File: src/rtl/upcs_defs.svh
`ifndef UPCS_DEFS_SVH
`define UPCS_DEFS_SVH
// Clock rate in kHz, used to turn times into cycle counts.
`define UPCS_CLK_KHZ 250000
// Discharge pulse time in ms.
`define UPCS_DISCHARGE_PULSE_MS 350
`define UPCS_DISCHARGE_PULSE_CYC (`UPCS_DISCHARGE_PULSE_MS * `UPCS_CLK_KHZ)
// Overcurrent deglitch in ms.
`define UPCS_OC_DEGLITCH_MS 9
`define UPCS_OC_DEGLITCH_CYC (`UPCS_OC_DEGLITCH_MS * `UPCS_CLK_KHZ)
// Charging flag release deglitch in ms.
`define UPCS_CHG_DEGLITCH_MS 9
`define UPCS_CHG_DEGLITCH_CYC (`UPCS_CHG_DEGLITCH_MS * `UPCS_CLK_KHZ)
// Thermal fault release delay in ms.
`define UPCS_OT_RELEASE_MS 9
`define UPCS_OT_RELEASE_CYC (`UPCS_OT_RELEASE_MS * `UPCS_CLK_KHZ)
// Auto-detect return to divider after detach, in s.
`define UPCS_DETACH_TIMEOUT_S 10
// Unsigned product, since this count lies beyond the signed 32-bit range.
`define UPCS_DETACH_TIMEOUT_CYC (`UPCS_DETACH_TIMEOUT_S * 32'h3E8 * `UPCS_CLK_KHZ)
`endif

File: src/rtl/upcs_pkg.sv
package upcs_pkg;
  // Mode select codes on the three control pins.
  typedef enum logic [2:0] {
    UPCS_MODE_OFF      = 3'h0,
    UPCS_MODE_AUTO     = 3'h1,
    UPCS_MODE_SDP_WAKE = 3'h2,
    UPCS_MODE_CDP_WAKE = 3'h3,
    UPCS_MODE_SHORTED  = 3'h4,
    UPCS_MODE_DIVIDER  = 3'h5,
    UPCS_MODE_SDP      = 3'h6,
    UPCS_MODE_CDP      = 3'h7
  } upcs_mode_t;

  // Charger emulation profile applied to the data lines.
  typedef enum logic [1:0] {
    UPCS_PROF_NONE     = 2'h0,
    UPCS_PROF_DATA     = 2'h1,
    UPCS_PROF_DIVIDER  = 2'h2,
    UPCS_PROF_SHORTED  = 2'h3
  } upcs_prof_t;

  // Discharge sequencer states, Gray along idle, pulse, apply.
  typedef enum logic [1:0] {
    UPCS_SEQ_IDLE  = 2'h0,
    UPCS_SEQ_PULSE = 2'h1,
    UPCS_SEQ_APPLY = 2'h3
  } upcs_seq_t;
endpackage

File: src/rtl/upcs_tmr_if.sv
`timescale 1ns/1ps
`default_nettype none
// Start condition and done flag between the supervisor and one timer.
interface upcs_tmr_if;
  logic run;
  logic done;
  modport owner (output run, input done);
  modport timer (input run, output done);
endinterface
`default_nettype wire

File: src/rtl/upcs_timer.sv
`timescale 1ns/1ps
`default_nettype none
// Counts while run is high and restarts whenever run drops.
module upcs_timer #(
  parameter int unsigned COUNT = 16
) (
  // Clock and reset.
  input  wire logic     clock_in,
  input  wire logic     rst_b_in,
  // Run and done.
  upcs_tmr_if.timer     tmr
);
  import upcs_pkg::*;

  typedef struct packed {
    logic [31:0] cnt;
    logic        done;
  } upcs_tmr_st_t;

  upcs_tmr_st_t st;
  upcs_tmr_st_t next_st;

  // Done rises once COUNT cycles of continuous run have passed.
  always_comb begin
    next_st = st;
    if (!tmr.run) begin
      next_st.cnt  = 32'h0;
      next_st.done = 1'b0;
    end else if (st.cnt < COUNT - 1) begin
      next_st.cnt = st.cnt + 32'h1;
    end else begin
      next_st.done = 1'b1;
    end
  end

  // Synchronous reset clears the count.
  always_ff @(posedge clock_in) begin
    if (!rst_b_in) begin
      st <= '0;
    end else begin
      st <= next_st;
    end
  end

  assign tmr.done = st.done;
endmodule
`default_nettype wire

File: src/rtl/upcs_supervisor.sv
`timescale 1ns/1ps
`default_nettype none
// Summary of operation
// - Mode change discharges output for 350 ms.
// - Wakeup transitions skip pulse, keep data switch.
// - Permanent discharge when disabled or mode 000.
// - Charging flag low above 20 mA threshold.
// - CDP flags only after handshake precedes current.
// - Charging flag releases after full deglitch below.
// - Switch off above 150 C, on after cooling.
// - Undervoltage lockout disables the whole circuit.
// - Fault flag low during overcurrent or overtemperature.
// - Overcurrent reported after 9 ms deglitch.
// - Overtemperature fault immediate, released after delay.
// - Enable low turns switches and profiles off.
// - Disabled clears both flags to high impedance.
// - Mode code map; host moves bits together.
// - Auto-detect: divider, shorted on negotiation, 10 s back.
`include "upcs_defs.svh"
module upcs_supervisor #(
  parameter int unsigned DISCHARGE_CYC = `UPCS_DISCHARGE_PULSE_CYC,
  parameter int unsigned OC_DEGLITCH_CYC = `UPCS_OC_DEGLITCH_CYC,
  parameter int unsigned CHG_DEGLITCH_CYC = `UPCS_CHG_DEGLITCH_CYC,
  parameter int unsigned OT_RELEASE_CYC = `UPCS_OT_RELEASE_CYC,
  parameter int unsigned DETACH_CYC = `UPCS_DETACH_TIMEOUT_CYC
) (
  // Clock and reset.
  input  wire logic               clock_in,
  input  wire logic               rst_b_in,
  // Host pins.
  input  wire logic               enable_in,
  input  wire logic [2:0]         mode_select_pins_in,
  // Analog comparators.
  input  wire logic               undervoltage_lockout_in,
  input  wire logic               over_temp_in,
  input  wire logic               over_current_in,
  input  wire logic               above_charge_thr_in,
  input  wire logic               cdp_handshake_done_in,
  input  wire logic               negotiation_seen_in,
  input  wire logic               device_attached_in,
  // Power path controls.
  output logic                    power_switch_on_out,
  output logic                    data_switch_on_out,
  output logic                    discharge_on_out,
  output upcs_pkg::upcs_prof_t    profile_out,
  // Open-drain flags, enable high while pulling low.
  output logic                    charging_oe_out,
  output logic                    charging_o_out,
  output logic                    fault_oe_out,
  output logic                    fault_o_out
);
  import upcs_pkg::*;

  typedef struct packed {
    logic [1:0] en_s;
    logic [5:0] mode_s;
    logic [1:0] uv_s;
    logic [1:0] ot_s;
    logic [1:0] oc_s;
    logic [1:0] chg_s;
    logic [1:0] hs_s;
    logic [1:0] neg_s;
    logic [1:0] att_s;
    upcs_seq_t  seq;
    upcs_mode_t applied;
    logic       auto_shorted;
    logic       hs_first;
    logic       chg_flag;
    logic       fault_flag;
    logic       ot_latched;
    logic       pwr;
    logic       data;
    logic       dis;
    upcs_prof_t prof;
  } upcs_sup_st_t;

  upcs_sup_st_t st;
  upcs_sup_st_t next_st;

  upcs_tmr_if t_dis ();
  upcs_tmr_if t_oc ();
  upcs_tmr_if t_chg ();
  upcs_tmr_if t_ot ();
  upcs_tmr_if t_det ();

  // Synchronised views: second stage of each two-flop chain only.
  logic       en;
  logic       uv;
  logic       ot;
  logic       oc;
  logic       chg;
  logic       hs;
  logic       neg;
  logic       att;
  upcs_mode_t mode;
  logic       active;
  logic       wake_pair;

  assign en     = st.en_s[1];
  assign uv     = st.uv_s[1];
  assign ot     = st.ot_s[1];
  assign oc     = st.oc_s[1];
  assign chg    = st.chg_s[1];
  assign hs     = st.hs_s[1];
  assign neg    = st.neg_s[1];
  assign att    = st.att_s[1];
  assign mode   = upcs_mode_t'(st.mode_s[5:3]);
  assign active = en && !uv;

  // A change between x10 or 111 and 011 keeps the port alive for remote wakeup.
  assign wake_pair = (mode != st.applied) &&
                     (((mode == UPCS_MODE_CDP_WAKE) &&
                       ((st.applied == UPCS_MODE_SDP) || (st.applied == UPCS_MODE_SDP_WAKE) ||
                        (st.applied == UPCS_MODE_CDP))) ||
                      ((st.applied == UPCS_MODE_CDP_WAKE) &&
                       ((mode == UPCS_MODE_SDP) || (mode == UPCS_MODE_SDP_WAKE) ||
                        (mode == UPCS_MODE_CDP))));

  // Timers restart as soon as their qualifying condition goes away.
  assign t_dis.run = (st.seq == UPCS_SEQ_PULSE);
  assign t_oc.run  = active && oc;
  assign t_chg.run = active && !chg;
  assign t_ot.run  = active && !ot && st.ot_latched;
  assign t_det.run = active && (mode == UPCS_MODE_AUTO) && st.auto_shorted && !att;

  upcs_timer #(.COUNT(DISCHARGE_CYC)) u_dis (.clock_in(clock_in), .rst_b_in(rst_b_in), .tmr(t_dis));
  upcs_timer #(.COUNT(OC_DEGLITCH_CYC)) u_oc (.clock_in(clock_in), .rst_b_in(rst_b_in), .tmr(t_oc));
  upcs_timer #(.COUNT(CHG_DEGLITCH_CYC)) u_chg (.clock_in(clock_in), .rst_b_in(rst_b_in), .tmr(t_chg));
  upcs_timer #(.COUNT(OT_RELEASE_CYC)) u_ot (.clock_in(clock_in), .rst_b_in(rst_b_in), .tmr(t_ot));
  upcs_timer #(.COUNT(DETACH_CYC)) u_det (.clock_in(clock_in), .rst_b_in(rst_b_in), .tmr(t_det));

  // Next state: synchronisers, discharge sequencer, flags and power path.
  always_comb begin
    next_st        = st;
    next_st.en_s   = {st.en_s[0], enable_in};
    next_st.mode_s = {st.mode_s[2:0], mode_select_pins_in};
    next_st.uv_s   = {st.uv_s[0], undervoltage_lockout_in};
    next_st.ot_s   = {st.ot_s[0], over_temp_in};
    next_st.oc_s   = {st.oc_s[0], over_current_in};
    next_st.chg_s  = {st.chg_s[0], above_charge_thr_in};
    next_st.hs_s   = {st.hs_s[0], cdp_handshake_done_in};
    next_st.neg_s  = {st.neg_s[0], negotiation_seen_in};
    next_st.att_s  = {st.att_s[0], device_attached_in};

    // Sequencer for the discharge pulse on mode changes.
    unique case (st.seq)
      UPCS_SEQ_IDLE: begin
        if (!active) begin
          next_st.applied = UPCS_MODE_OFF;
        end else if (wake_pair) begin
          next_st.applied = mode;
        end else if (mode != st.applied) begin
          next_st.seq = UPCS_SEQ_PULSE;
        end else if ((mode == UPCS_MODE_AUTO) && !st.auto_shorted && neg) begin
          next_st.seq = UPCS_SEQ_PULSE;
        end
      end
      UPCS_SEQ_PULSE: begin
        if (!active) begin
          next_st.seq = UPCS_SEQ_IDLE;
        end else if (t_dis.done) begin
          next_st.seq = UPCS_SEQ_APPLY;
        end
      end
      UPCS_SEQ_APPLY: begin
        next_st.seq = UPCS_SEQ_IDLE;
        if ((mode == UPCS_MODE_AUTO) && (st.applied == UPCS_MODE_AUTO)) begin
          next_st.auto_shorted = 1'b1;
        end else begin
          next_st.auto_shorted = 1'b0;
        end
        next_st.applied = mode;
      end
      default: begin
        next_st.seq = UPCS_SEQ_IDLE;
      end
    endcase
    if (t_det.done || !active) begin
      next_st.auto_shorted = 1'b0;
    end

    // Thermal latch: trips at once, clears after the cooled release delay.
    if (!active) begin
      next_st.ot_latched = 1'b0;
    end else if (ot) begin
      next_st.ot_latched = 1'b1;
    end else if (t_ot.done) begin
      next_st.ot_latched = 1'b0;
    end

    // Fault: overcurrent after deglitch, overtemperature immediately.
    next_st.fault_flag = active && ((oc && t_oc.done) || ot || st.ot_latched);

    // CDP handshake must precede the current crossing the threshold.
    if (!active || (st.applied != UPCS_MODE_CDP) || !hs) begin
      next_st.hs_first = 1'b0;
    end else if (!chg) begin
      next_st.hs_first = 1'b1;
    end

    // Charging flag in CDP and DCP modes; release after full deglitch, or at once when inactive or out of idle.
    if (!active || (st.seq != UPCS_SEQ_IDLE)) begin
      next_st.chg_flag = 1'b0;
    end else if (chg && ((st.applied == UPCS_MODE_AUTO) || (st.applied == UPCS_MODE_DIVIDER) ||
                         (st.applied == UPCS_MODE_SHORTED) ||
                         ((st.applied == UPCS_MODE_CDP) && st.hs_first))) begin
      next_st.chg_flag = 1'b1;
    end else if (t_chg.done) begin
      next_st.chg_flag = 1'b0;
    end

    // Power path follows the applied mode and protection state.
    // The switch returns as soon as the die has cooled; the fault flag lags behind it on purpose.
    next_st.dis  = !active || (mode == UPCS_MODE_OFF) || (st.seq == UPCS_SEQ_PULSE);
    next_st.pwr  = active && !next_st.dis && !ot;
    next_st.data = active && (st.seq == UPCS_SEQ_IDLE) &&
                   ((st.applied == UPCS_MODE_SDP) || (st.applied == UPCS_MODE_SDP_WAKE) ||
                    (st.applied == UPCS_MODE_CDP) || (st.applied == UPCS_MODE_CDP_WAKE));
    if (!active || (st.seq != UPCS_SEQ_IDLE)) begin
      next_st.prof = UPCS_PROF_NONE;
    end else begin
      unique case (st.applied)
        UPCS_MODE_OFF: next_st.prof = UPCS_PROF_NONE;
        UPCS_MODE_AUTO: next_st.prof = st.auto_shorted ? UPCS_PROF_SHORTED : UPCS_PROF_DIVIDER;
        UPCS_MODE_DIVIDER: next_st.prof = UPCS_PROF_DIVIDER;
        UPCS_MODE_SHORTED: next_st.prof = UPCS_PROF_SHORTED;
        UPCS_MODE_SDP, UPCS_MODE_SDP_WAKE, UPCS_MODE_CDP, UPCS_MODE_CDP_WAKE: next_st.prof = UPCS_PROF_DATA;
      endcase
    end
  end

  // Reset leaves the port off and discharged.
  always_ff @(posedge clock_in) begin
    if (!rst_b_in) begin
      st     <= '0;
      st.dis <= 1'b1;
    end else begin
      st <= next_st;
    end
  end

  assign power_switch_on_out = st.pwr;
  assign data_switch_on_out  = st.data;
  assign discharge_on_out    = st.dis;
  assign profile_out         = st.prof;
  assign charging_oe_out     = st.chg_flag;
  assign charging_o_out      = 1'b0;
  assign fault_oe_out        = st.fault_flag;
  assign fault_o_out         = 1'b0;

  // Checks on the power path, the flags and the wakeup exception.
  chk_disabled_flags_clear: assert property (@(posedge clock_in) disable iff (!rst_b_in)
    !en |-> ##1 (!charging_oe_out && !fault_oe_out))
    else $error("flags not cleared while disabled");
  chk_disabled_discharge: assert property (@(posedge clock_in) disable iff (!rst_b_in)
    (!en || mode == UPCS_MODE_OFF) |-> ##1 discharge_on_out)
    else $error("discharge off while disabled or mode off");
  chk_disabled_switch_off: assert property (@(posedge clock_in) disable iff (!rst_b_in)
    !active |-> ##1 (!power_switch_on_out && !data_switch_on_out))
    else $error("switches on while inactive");
  chk_hot_switch_off: assert property (@(posedge clock_in) disable iff (!rst_b_in)
    ot |-> ##1 !power_switch_on_out)
    else $error("power switch on while hot");
  chk_hot_fault_now: assert property (@(posedge clock_in) disable iff (!rst_b_in)
    (active && ot) |-> ##1 fault_oe_out)
    else $error("overtemperature fault not immediate");
  chk_oc_glitch_quiet: assert property (@(posedge clock_in) disable iff (!rst_b_in)
    (active && !ot && !st.ot_latched && $rose(oc)) |-> ##1 !fault_oe_out)
    else $error("overcurrent reported without deglitch");
  chk_pulse_discharges: assert property (@(posedge clock_in) disable iff (!rst_b_in)
    (st.seq == UPCS_SEQ_PULSE) |-> ##1 (discharge_on_out && !power_switch_on_out))
    else $error("no discharge during pulse");
  chk_wake_no_pulse: assert property (@(posedge clock_in) disable iff (!rst_b_in)
    (active && st.seq == UPCS_SEQ_IDLE && wake_pair) |=> (st.seq == UPCS_SEQ_IDLE))
    else $error("pulse on wakeup transition");
  chk_chg_hold: assert property (@(posedge clock_in) disable iff (!rst_b_in)
    (active && st.seq == UPCS_SEQ_IDLE && charging_oe_out && $fell(chg)) |=> charging_oe_out)
    else $error("charging flag released without deglitch");
  chk_uv_lock: assert property (@(posedge clock_in) disable iff (!rst_b_in)
    uv |-> ##1 !power_switch_on_out)
    else $error("switch on under lockout");
  chk_wake_keeps_data: assert property (@(posedge clock_in) disable iff (!rst_b_in)
    (active && st.seq == UPCS_SEQ_IDLE && wake_pair) |=> (data_switch_on_out && !discharge_on_out))
    else $error("data switch dropped on wakeup transition");
  chk_fault_needs_cause: assert property (@(posedge clock_in) disable iff (!rst_b_in)
    (!oc && !ot && !st.ot_latched) |=> !fault_oe_out)
    else $error("fault shown with no condition");
  chk_cdp_needs_handshake: assert property (@(posedge clock_in) disable iff (!rst_b_in)
    (!charging_oe_out && st.applied == UPCS_MODE_CDP && !st.hs_first) |=> !charging_oe_out)
    else $error("charging flag in CDP without prior handshake");

  // Main scenarios that a run should reach.
  cov_mode_pulse: cover property (@(posedge clock_in) disable iff (!rst_b_in)
    st.seq == UPCS_SEQ_PULSE ##1 st.seq == UPCS_SEQ_APPLY);
  cov_wake: cover property (@(posedge clock_in) disable iff (!rst_b_in) active && wake_pair);
  cov_fault: cover property (@(posedge clock_in) disable iff (!rst_b_in) $rose(fault_oe_out));
  cov_charge: cover property (@(posedge clock_in) disable iff (!rst_b_in) $rose(charging_oe_out));
  cov_auto_shorted: cover property (@(posedge clock_in) disable iff (!rst_b_in) $rose(st.auto_shorted));
endmodule
`default_nettype wire

File: config.mk
export PLATFORM = sky130hd
export DESIGN_NAME = upcs_supervisor
export DESIGN_NICKNAME = d
export VERILOG_FILES = /design/src/rtl/upcs_pkg.sv /design/src/rtl/upcs_tmr_if.sv /design/src/rtl/upcs_timer.sv /design/src/rtl/upcs_supervisor.sv
export VERILOG_INCLUDE_DIRS = /design/src /design/src/rtl
export SDC_FILE = /design/constraint.sdc
export NUM_CORES = 1
export LEC_CHECK = 0
export ABC_AREA = 1
export BUFFER_PORTS_ARGS = -buffer_cell sky130_fd_sc_hd__buf_2
export CORE_MARGIN = 1
export CORE_UTILIZATION = 30
export CTS_CLUSTER_DIAMETER = 80
export DETAILED_ROUTE_END_ITERATION = 8
export GPL_TIMING_DRIVEN = 0
export HOLD_SLACK_MARGIN = 0.06
export REMOVE_ABC_BUFFERS = 1
export SLEW_MARGIN = 20
export SYNTH_ARGS = -nofsm -noshare
export SYNTH_HDL_FRONTEND = slang
export SYNTH_HIERARCHICAL = 1
export SYNTH_SLANG_ARGS = --single-unit
File: constraint.sdc
create_clock -name clock_in -period 1.8 [get_ports clock_in]
set_input_delay 0.18 -clock clock_in [delete_from_list [all_inputs] [get_ports clock_in]]
set_output_delay 0.18 -clock clock_in [all_outputs]
set_load 0.05 [all_outputs]
==> impl_results.html <==
<table>
<tr><th>Metric</th><th>Value</th></tr>
<tr><th colspan="2">Global routing</th></tr>
<tr><td>Maximum number of pins on one net before global-route repair</td><td>36</td></tr>
<tr><td>Antenna violations before repair</td><td>0</td></tr>
<tr><td>Global-route congestion overflow total</td><td>0</td></tr>
<tr><td>Via count of the first global-routing pass</td><td>9,379</td></tr>
<tr><td>Wire length of the first global-routing pass</td><td>43.8 mm</td></tr>
<tr><td>All-Layer GR Usage</td><td>0.133</td></tr>
<tr><th colspan="2">Detailed routing</th></tr>
<tr><td>WL met1</td><td>12.9 mm</td></tr>
<tr><td>Vias</td><td>10.5k</td></tr>
<tr><td>DRC violation count after routing</td><td>0</td></tr>
<tr><td>Via/cell ratio</td><td>4.57</td></tr>
<tr><td>Violation count after the first detailed-routing iteration</td><td>522</td></tr>
<tr><td>Routed Wire Length</td><td>26.4 mm</td></tr>
<tr><td>Drt pass-1 iters</td><td>5</td></tr>
<tr><td>Highest routing layer actually used</td><td>met4</td></tr>
<tr><td>Routed wire per std cell</td><td>11.5 um</td></tr>
<tr><td>Met2 routed WL</td><td>11.9 mm</td></tr>
<tr><td>Wire length on met3</td><td>1.14 mm</td></tr>
<tr><td>Antenna-violating nets left</td><td>0</td></tr>
<tr><th colspan="2">Setup path</th></tr>
<tr><td>Critical path capture point type</td><td>flip-flop</td></tr>
<tr><td>CP cell instances</td><td>inv_1 -&gt; nor2_4 -&gt; clkinvlp_4 -&gt; buf_6 -&gt; nor4_4 -&gt; buf_4 -&gt; nand2_2 -&gt; a21oi_2</td></tr>
<tr><td>Library cell contributing the largest single delay on the critical path</td><td>dfxtp_1</td></tr>
<tr><td>Kind of launch point of the worst setup path</td><td>flip-flop</td></tr>
<tr><td>Worst EP arrival</td><td>around 2.2 ns</td></tr>
<tr><td>Delay of the slowest cell on the worst path</td><td>0.30 ns</td></tr>
<tr><td>CP Class</td><td>flip-flop to flip-flop</td></tr>
<tr><td>Maximum fanout along the worst path</td><td>10</td></tr>
<tr><td>Worst endpoint required time</td><td>2.24 ns</td></tr>
<tr><th colspan="2">Synth</th></tr>
<tr><td>Proportion of netlist area held by the largest area contributor</td><td>0.356</td></tr>
<tr><td>Top cells by area in the synthesized netlist</td><td>dfxtp_1 (36%), nand2_1 (15%), nor2_1 (10%)</td></tr>
<tr><td>Number of flops mapped to enable cells by yosys</td><td>0</td></tr>
<tr><td>Share of flip-flops with an asynchronous set or reset</td><td>0</td></tr>
<tr><td>Top flip-flop cell by instance count after synthesis</td><td>dfxtp_1</td></tr>
<tr><td>Synthesized area</td><td>roughly 11,000 um^2</td></tr>
<tr><td>Sequential fraction of the synthesis area</td><td>0.356</td></tr>
<tr><td>Cell accounting for the most synthesized area</td><td>dfxtp_1</td></tr>
<tr><td>Total number of yosys warnings</td><td>6</td></tr>
<tr><td>Post-synthesis cell type count</td><td>39</td></tr>
<tr><td>Cell count after synthesis</td><td>roughly 1.7k</td></tr>
<tr><td>Avg Synthesized Cell Area</td><td>6.56 um^2</td></tr>
<tr><td>Seq cells post-synth</td><td>202</td></tr>
<tr><th colspan="2">Flow run</th></tr>
<tr><td>Max capacitance violation total</td><td>0</td></tr>
<tr><th colspan="2">Power and ir drop</th></tr>
<tr><td>Maximum VDD drop</td><td>0.510 mV</td></tr>
<tr><td>Leakage power figure</td><td>between 4 and 5 nW</td></tr>
<tr><td>Internal cell power</td><td>0.00804 W</td></tr>
<tr><td>Clk pwr share</td><td>0.535</td></tr>
<tr><td>Switch share</td><td>0.204</td></tr>
<tr><td>Relative contribution of sequential cells to total power</td><td>0.448</td></tr>
<tr><td>Net switching power of the design</td><td>0.00206 W</td></tr>
<tr><td>Total power per unit cell area</td><td>761 nW/um^2</td></tr>
<tr><td>Part of the total power dissipated in combinational logic</td><td>0.017</td></tr>
<tr><th colspan="2">Timing</th></tr>
<tr><td>Highest achievable clock rate</td><td>576 MHz</td></tr>
<tr><td>Final WS setup</td><td>roughly 0.065 ns</td></tr>
<tr><td>Tightest slew margin relative to the limit</td><td>0.387</td></tr>
<tr><td>Final critical path time including I/O delays and setup</td><td>1.73 ns</td></tr>
<tr><td>Max-slew violation count</td><td>0</td></tr>
<tr><td>Actual slew at the worst max-slew pin</td><td>just over 0.9 ns</td></tr>
<tr><td>Endpoints failing setup</td><td>0</td></tr>
<tr><td>Clk_skew</td><td>0.0104 ns</td></tr>
<tr><td>Final hold violation count</td><td>0</td></tr>
<tr><td>RSZ-0062 raised after global routing</td><td>true</td></tr>
<tr><td>TNS Setup</td><td>0 ns</td></tr>
<tr><td>Period utilisation layout</td><td>0.964</td></tr>
<tr><th colspan="2">Placed design</th></tr>
<tr><td>Sum of net half-perimeters after detailed placement</td><td>~17 mm</td></tr>
<tr><td>PortBufs</td><td>19</td></tr>
<tr><td>Minimum setup slack after placement</td><td>-0.980 ns</td></tr>
<tr><td>Routability cong.</td><td>between 0.8 and 0.9</td></tr>
<tr><td>Post-place instance area</td><td>roughly 12,000 um^2</td></tr>
<tr><th colspan="2">Floorplanning</th></tr>
<tr><td>Die Y</td><td>197 um</td></tr>
<tr><td>Die X</td><td>197 um</td></tr>
<tr><td>Starting density of the core</td><td>0.308</td></tr>
<tr><td>Die footprint</td><td>38,700 um^2</td></tr>
<tr><td># IOs</td><td>22</td></tr>
<tr><td>Core Box Area</td><td>37,000 um^2</td></tr>
<tr><td>Core Rows</td><td>70</td></tr>
<tr><th colspan="2">Clock tree</th></tr>
<tr><td>TritonCTS clock tree</td><td>done</td></tr>
<tr><td>CTS H-Tree Depth</td><td>1</td></tr>
<tr><td>Number of buffers created by CTS</td><td>25</td></tr>
<tr><td>Reg clk slew, reported paths</td><td>0.06 ns</td></tr>
<tr><td>Max Root-Sink Buffers</td><td>3</td></tr>
<tr><td>Number of sinks handled by clock tree synthesis</td><td>202</td></tr>
<tr><td>Source-to-sink clock delay at the later pin of the worst-skew pair</td><td>0.52 ns</td></tr>
<tr><td>Clk root buf</td><td>clkbuf_16</td></tr>
<tr><th colspan="2">Final layout</th></tr>
<tr><td>Fillcell total</td><td>~4.0k</td></tr>
<tr><td>Layout area overhead</td><td>16.7%</td></tr>
<tr><td>Ant diodes</td><td>0</td></tr>
<tr><td>Most common cell after layout, fill and taps aside</td><td>nand2_1</td></tr>
<tr><td>Post-route cell area</td><td>about 13,000 um^2</td></tr>
<tr><td>Fraction of final layout cells sized beyond drive strength 1</td><td>0.143</td></tr>
<tr><td>Final Net Count</td><td>1,794</td></tr>
<tr><td>Top library cells by usage in the layout, fill and taps aside</td><td>nand2_1 (443), nor2_1 (300), inv_1 (200)</td></tr>
<tr><td>Core occupancy in the finished layout</td><td>0.359</td></tr>
<tr><th colspan="2">Status</th></tr>
<tr><td>Result of the run</td><td>completed</td></tr>
<tr><th colspan="2">Worst hold path</th></tr>
<tr><td>Worst Hold Class</td><td>input port to flip-flop</td></tr>
</table>
## Yosys cell counts (all sizes together) (8+ instances only)
cell and instances:
nor3 23, dfxtp 202, nand2 473, nand3b 11, nand3 165, a21oi 108
xnor2 17, clkbuf 10, buf 40, o21ai 32, xor2 18, nor2 336
nand4 45, clkinv 8, inv 224
## layer usage
| metal | vias up | global-route usage |
|---|---|---|
| met1 | 4721 | 0.180 |
| met4 | 0 | 0.0313 |
| met3 | 28 | 0.0192 |
| met2 | 190 | 0.222 |
| li1 | 5553 | - |
| met5 | - | 0 |
## critical path: cells and delay by family (launching register included)
family	cells	cell delay, ns
DFF	1	0.30
buffers and inverters	4	0.49
AOI/OAI and AO/OA	1	0.21
and+or+nand+nor	3	0.65
## power by group through the flow
stage	Sequential [W]	Clock, W	Combinational (W)
floorplan	0.00462	0	0.0000836
global placement	0.00462	0	0.000134
detailed placement	0.00462	0	0.000135
CTS	0.00452	0.00557	0.000162
global route	0.00452	0.00579	0.000190
finish	0.00452	0.00541	0.000168
## metrics by stage
step           total power, W  hold WS (ns)  instances
6_report               0.0101         0.282       2296
5_1_grt                0.0105         0.343       2296
4_1_cts                0.0103         0.243       2269
3_5_place_dp          0.00475         0.368       2208
3_3_place_gp          0.00475         0.367       2208
2_1_floorplan         0.00470         0.273       1685
## layout make-up
type                    instances  area (um^2)  area share
clock buffers                  30          664      0.0501
repair buffers                 50          409      0.0308
multi-input cells            1265         6380       0.481
flip-flops and latches        202         4050       0.305
inverters                     232          898      0.0677
well taps                     504          631      0.0475
clock inverters                13          228      0.0172
## what timing repair did
item	in CTS	in global routing
resized for setup	18	36
endpoints found under the hold margin	11	0
cloned	4	10
buffers inserted	3	17
pin swaps	4	12
hold buffers	11	0
endpoints found under the setup margin	159	127
## flip-flops by register name, summed over array words and instances, names as in the netlist, 2 cells and up
| name | cells |
|---|---|
| next_st | 11 |
| u_chg/st | 32 |
| mode | 3 |
| u_det/st | 32 |
| u_oc/st | 32 |
| u_dis/st | 32 |
| st | 9 |
| profile_out | 2 |
| u_ot/st | 32 |
## final timing paths
path / start / end / slack, ns / depth (start not counted)
worst max-delay path: en$_SDFF_PN0_ / u_det/st[5]$_SDFFE_PN0N_ / 0.07 / 8
worst min-delay path: rst_b_in / mode[0]$_SDFF_PN0_ / 0.28 / 3
worst max register to register: en$_SDFF_PN0_ / u_det/st[5]$_SDFFE_PN0N_ / 0.07 / 8
worst min register to register: next_st[20]$_SDFF_PN0_ / hs$_SDFF_PN0_ / 0.40 / 2
## cell families after synthesis
group,synth area share
buffers and inverters,0.111
other,0.000330
flip-flops,0.356
multiplexers,0.000881
XOR/XNOR,0.0270
adder cells (fa/ha/maj),0.00550
AO/OA/AOI/OAI,0.0772
AND/OR/NAND/NOR,0.423
Note: power is estimated with default switching activity, not from simulation.
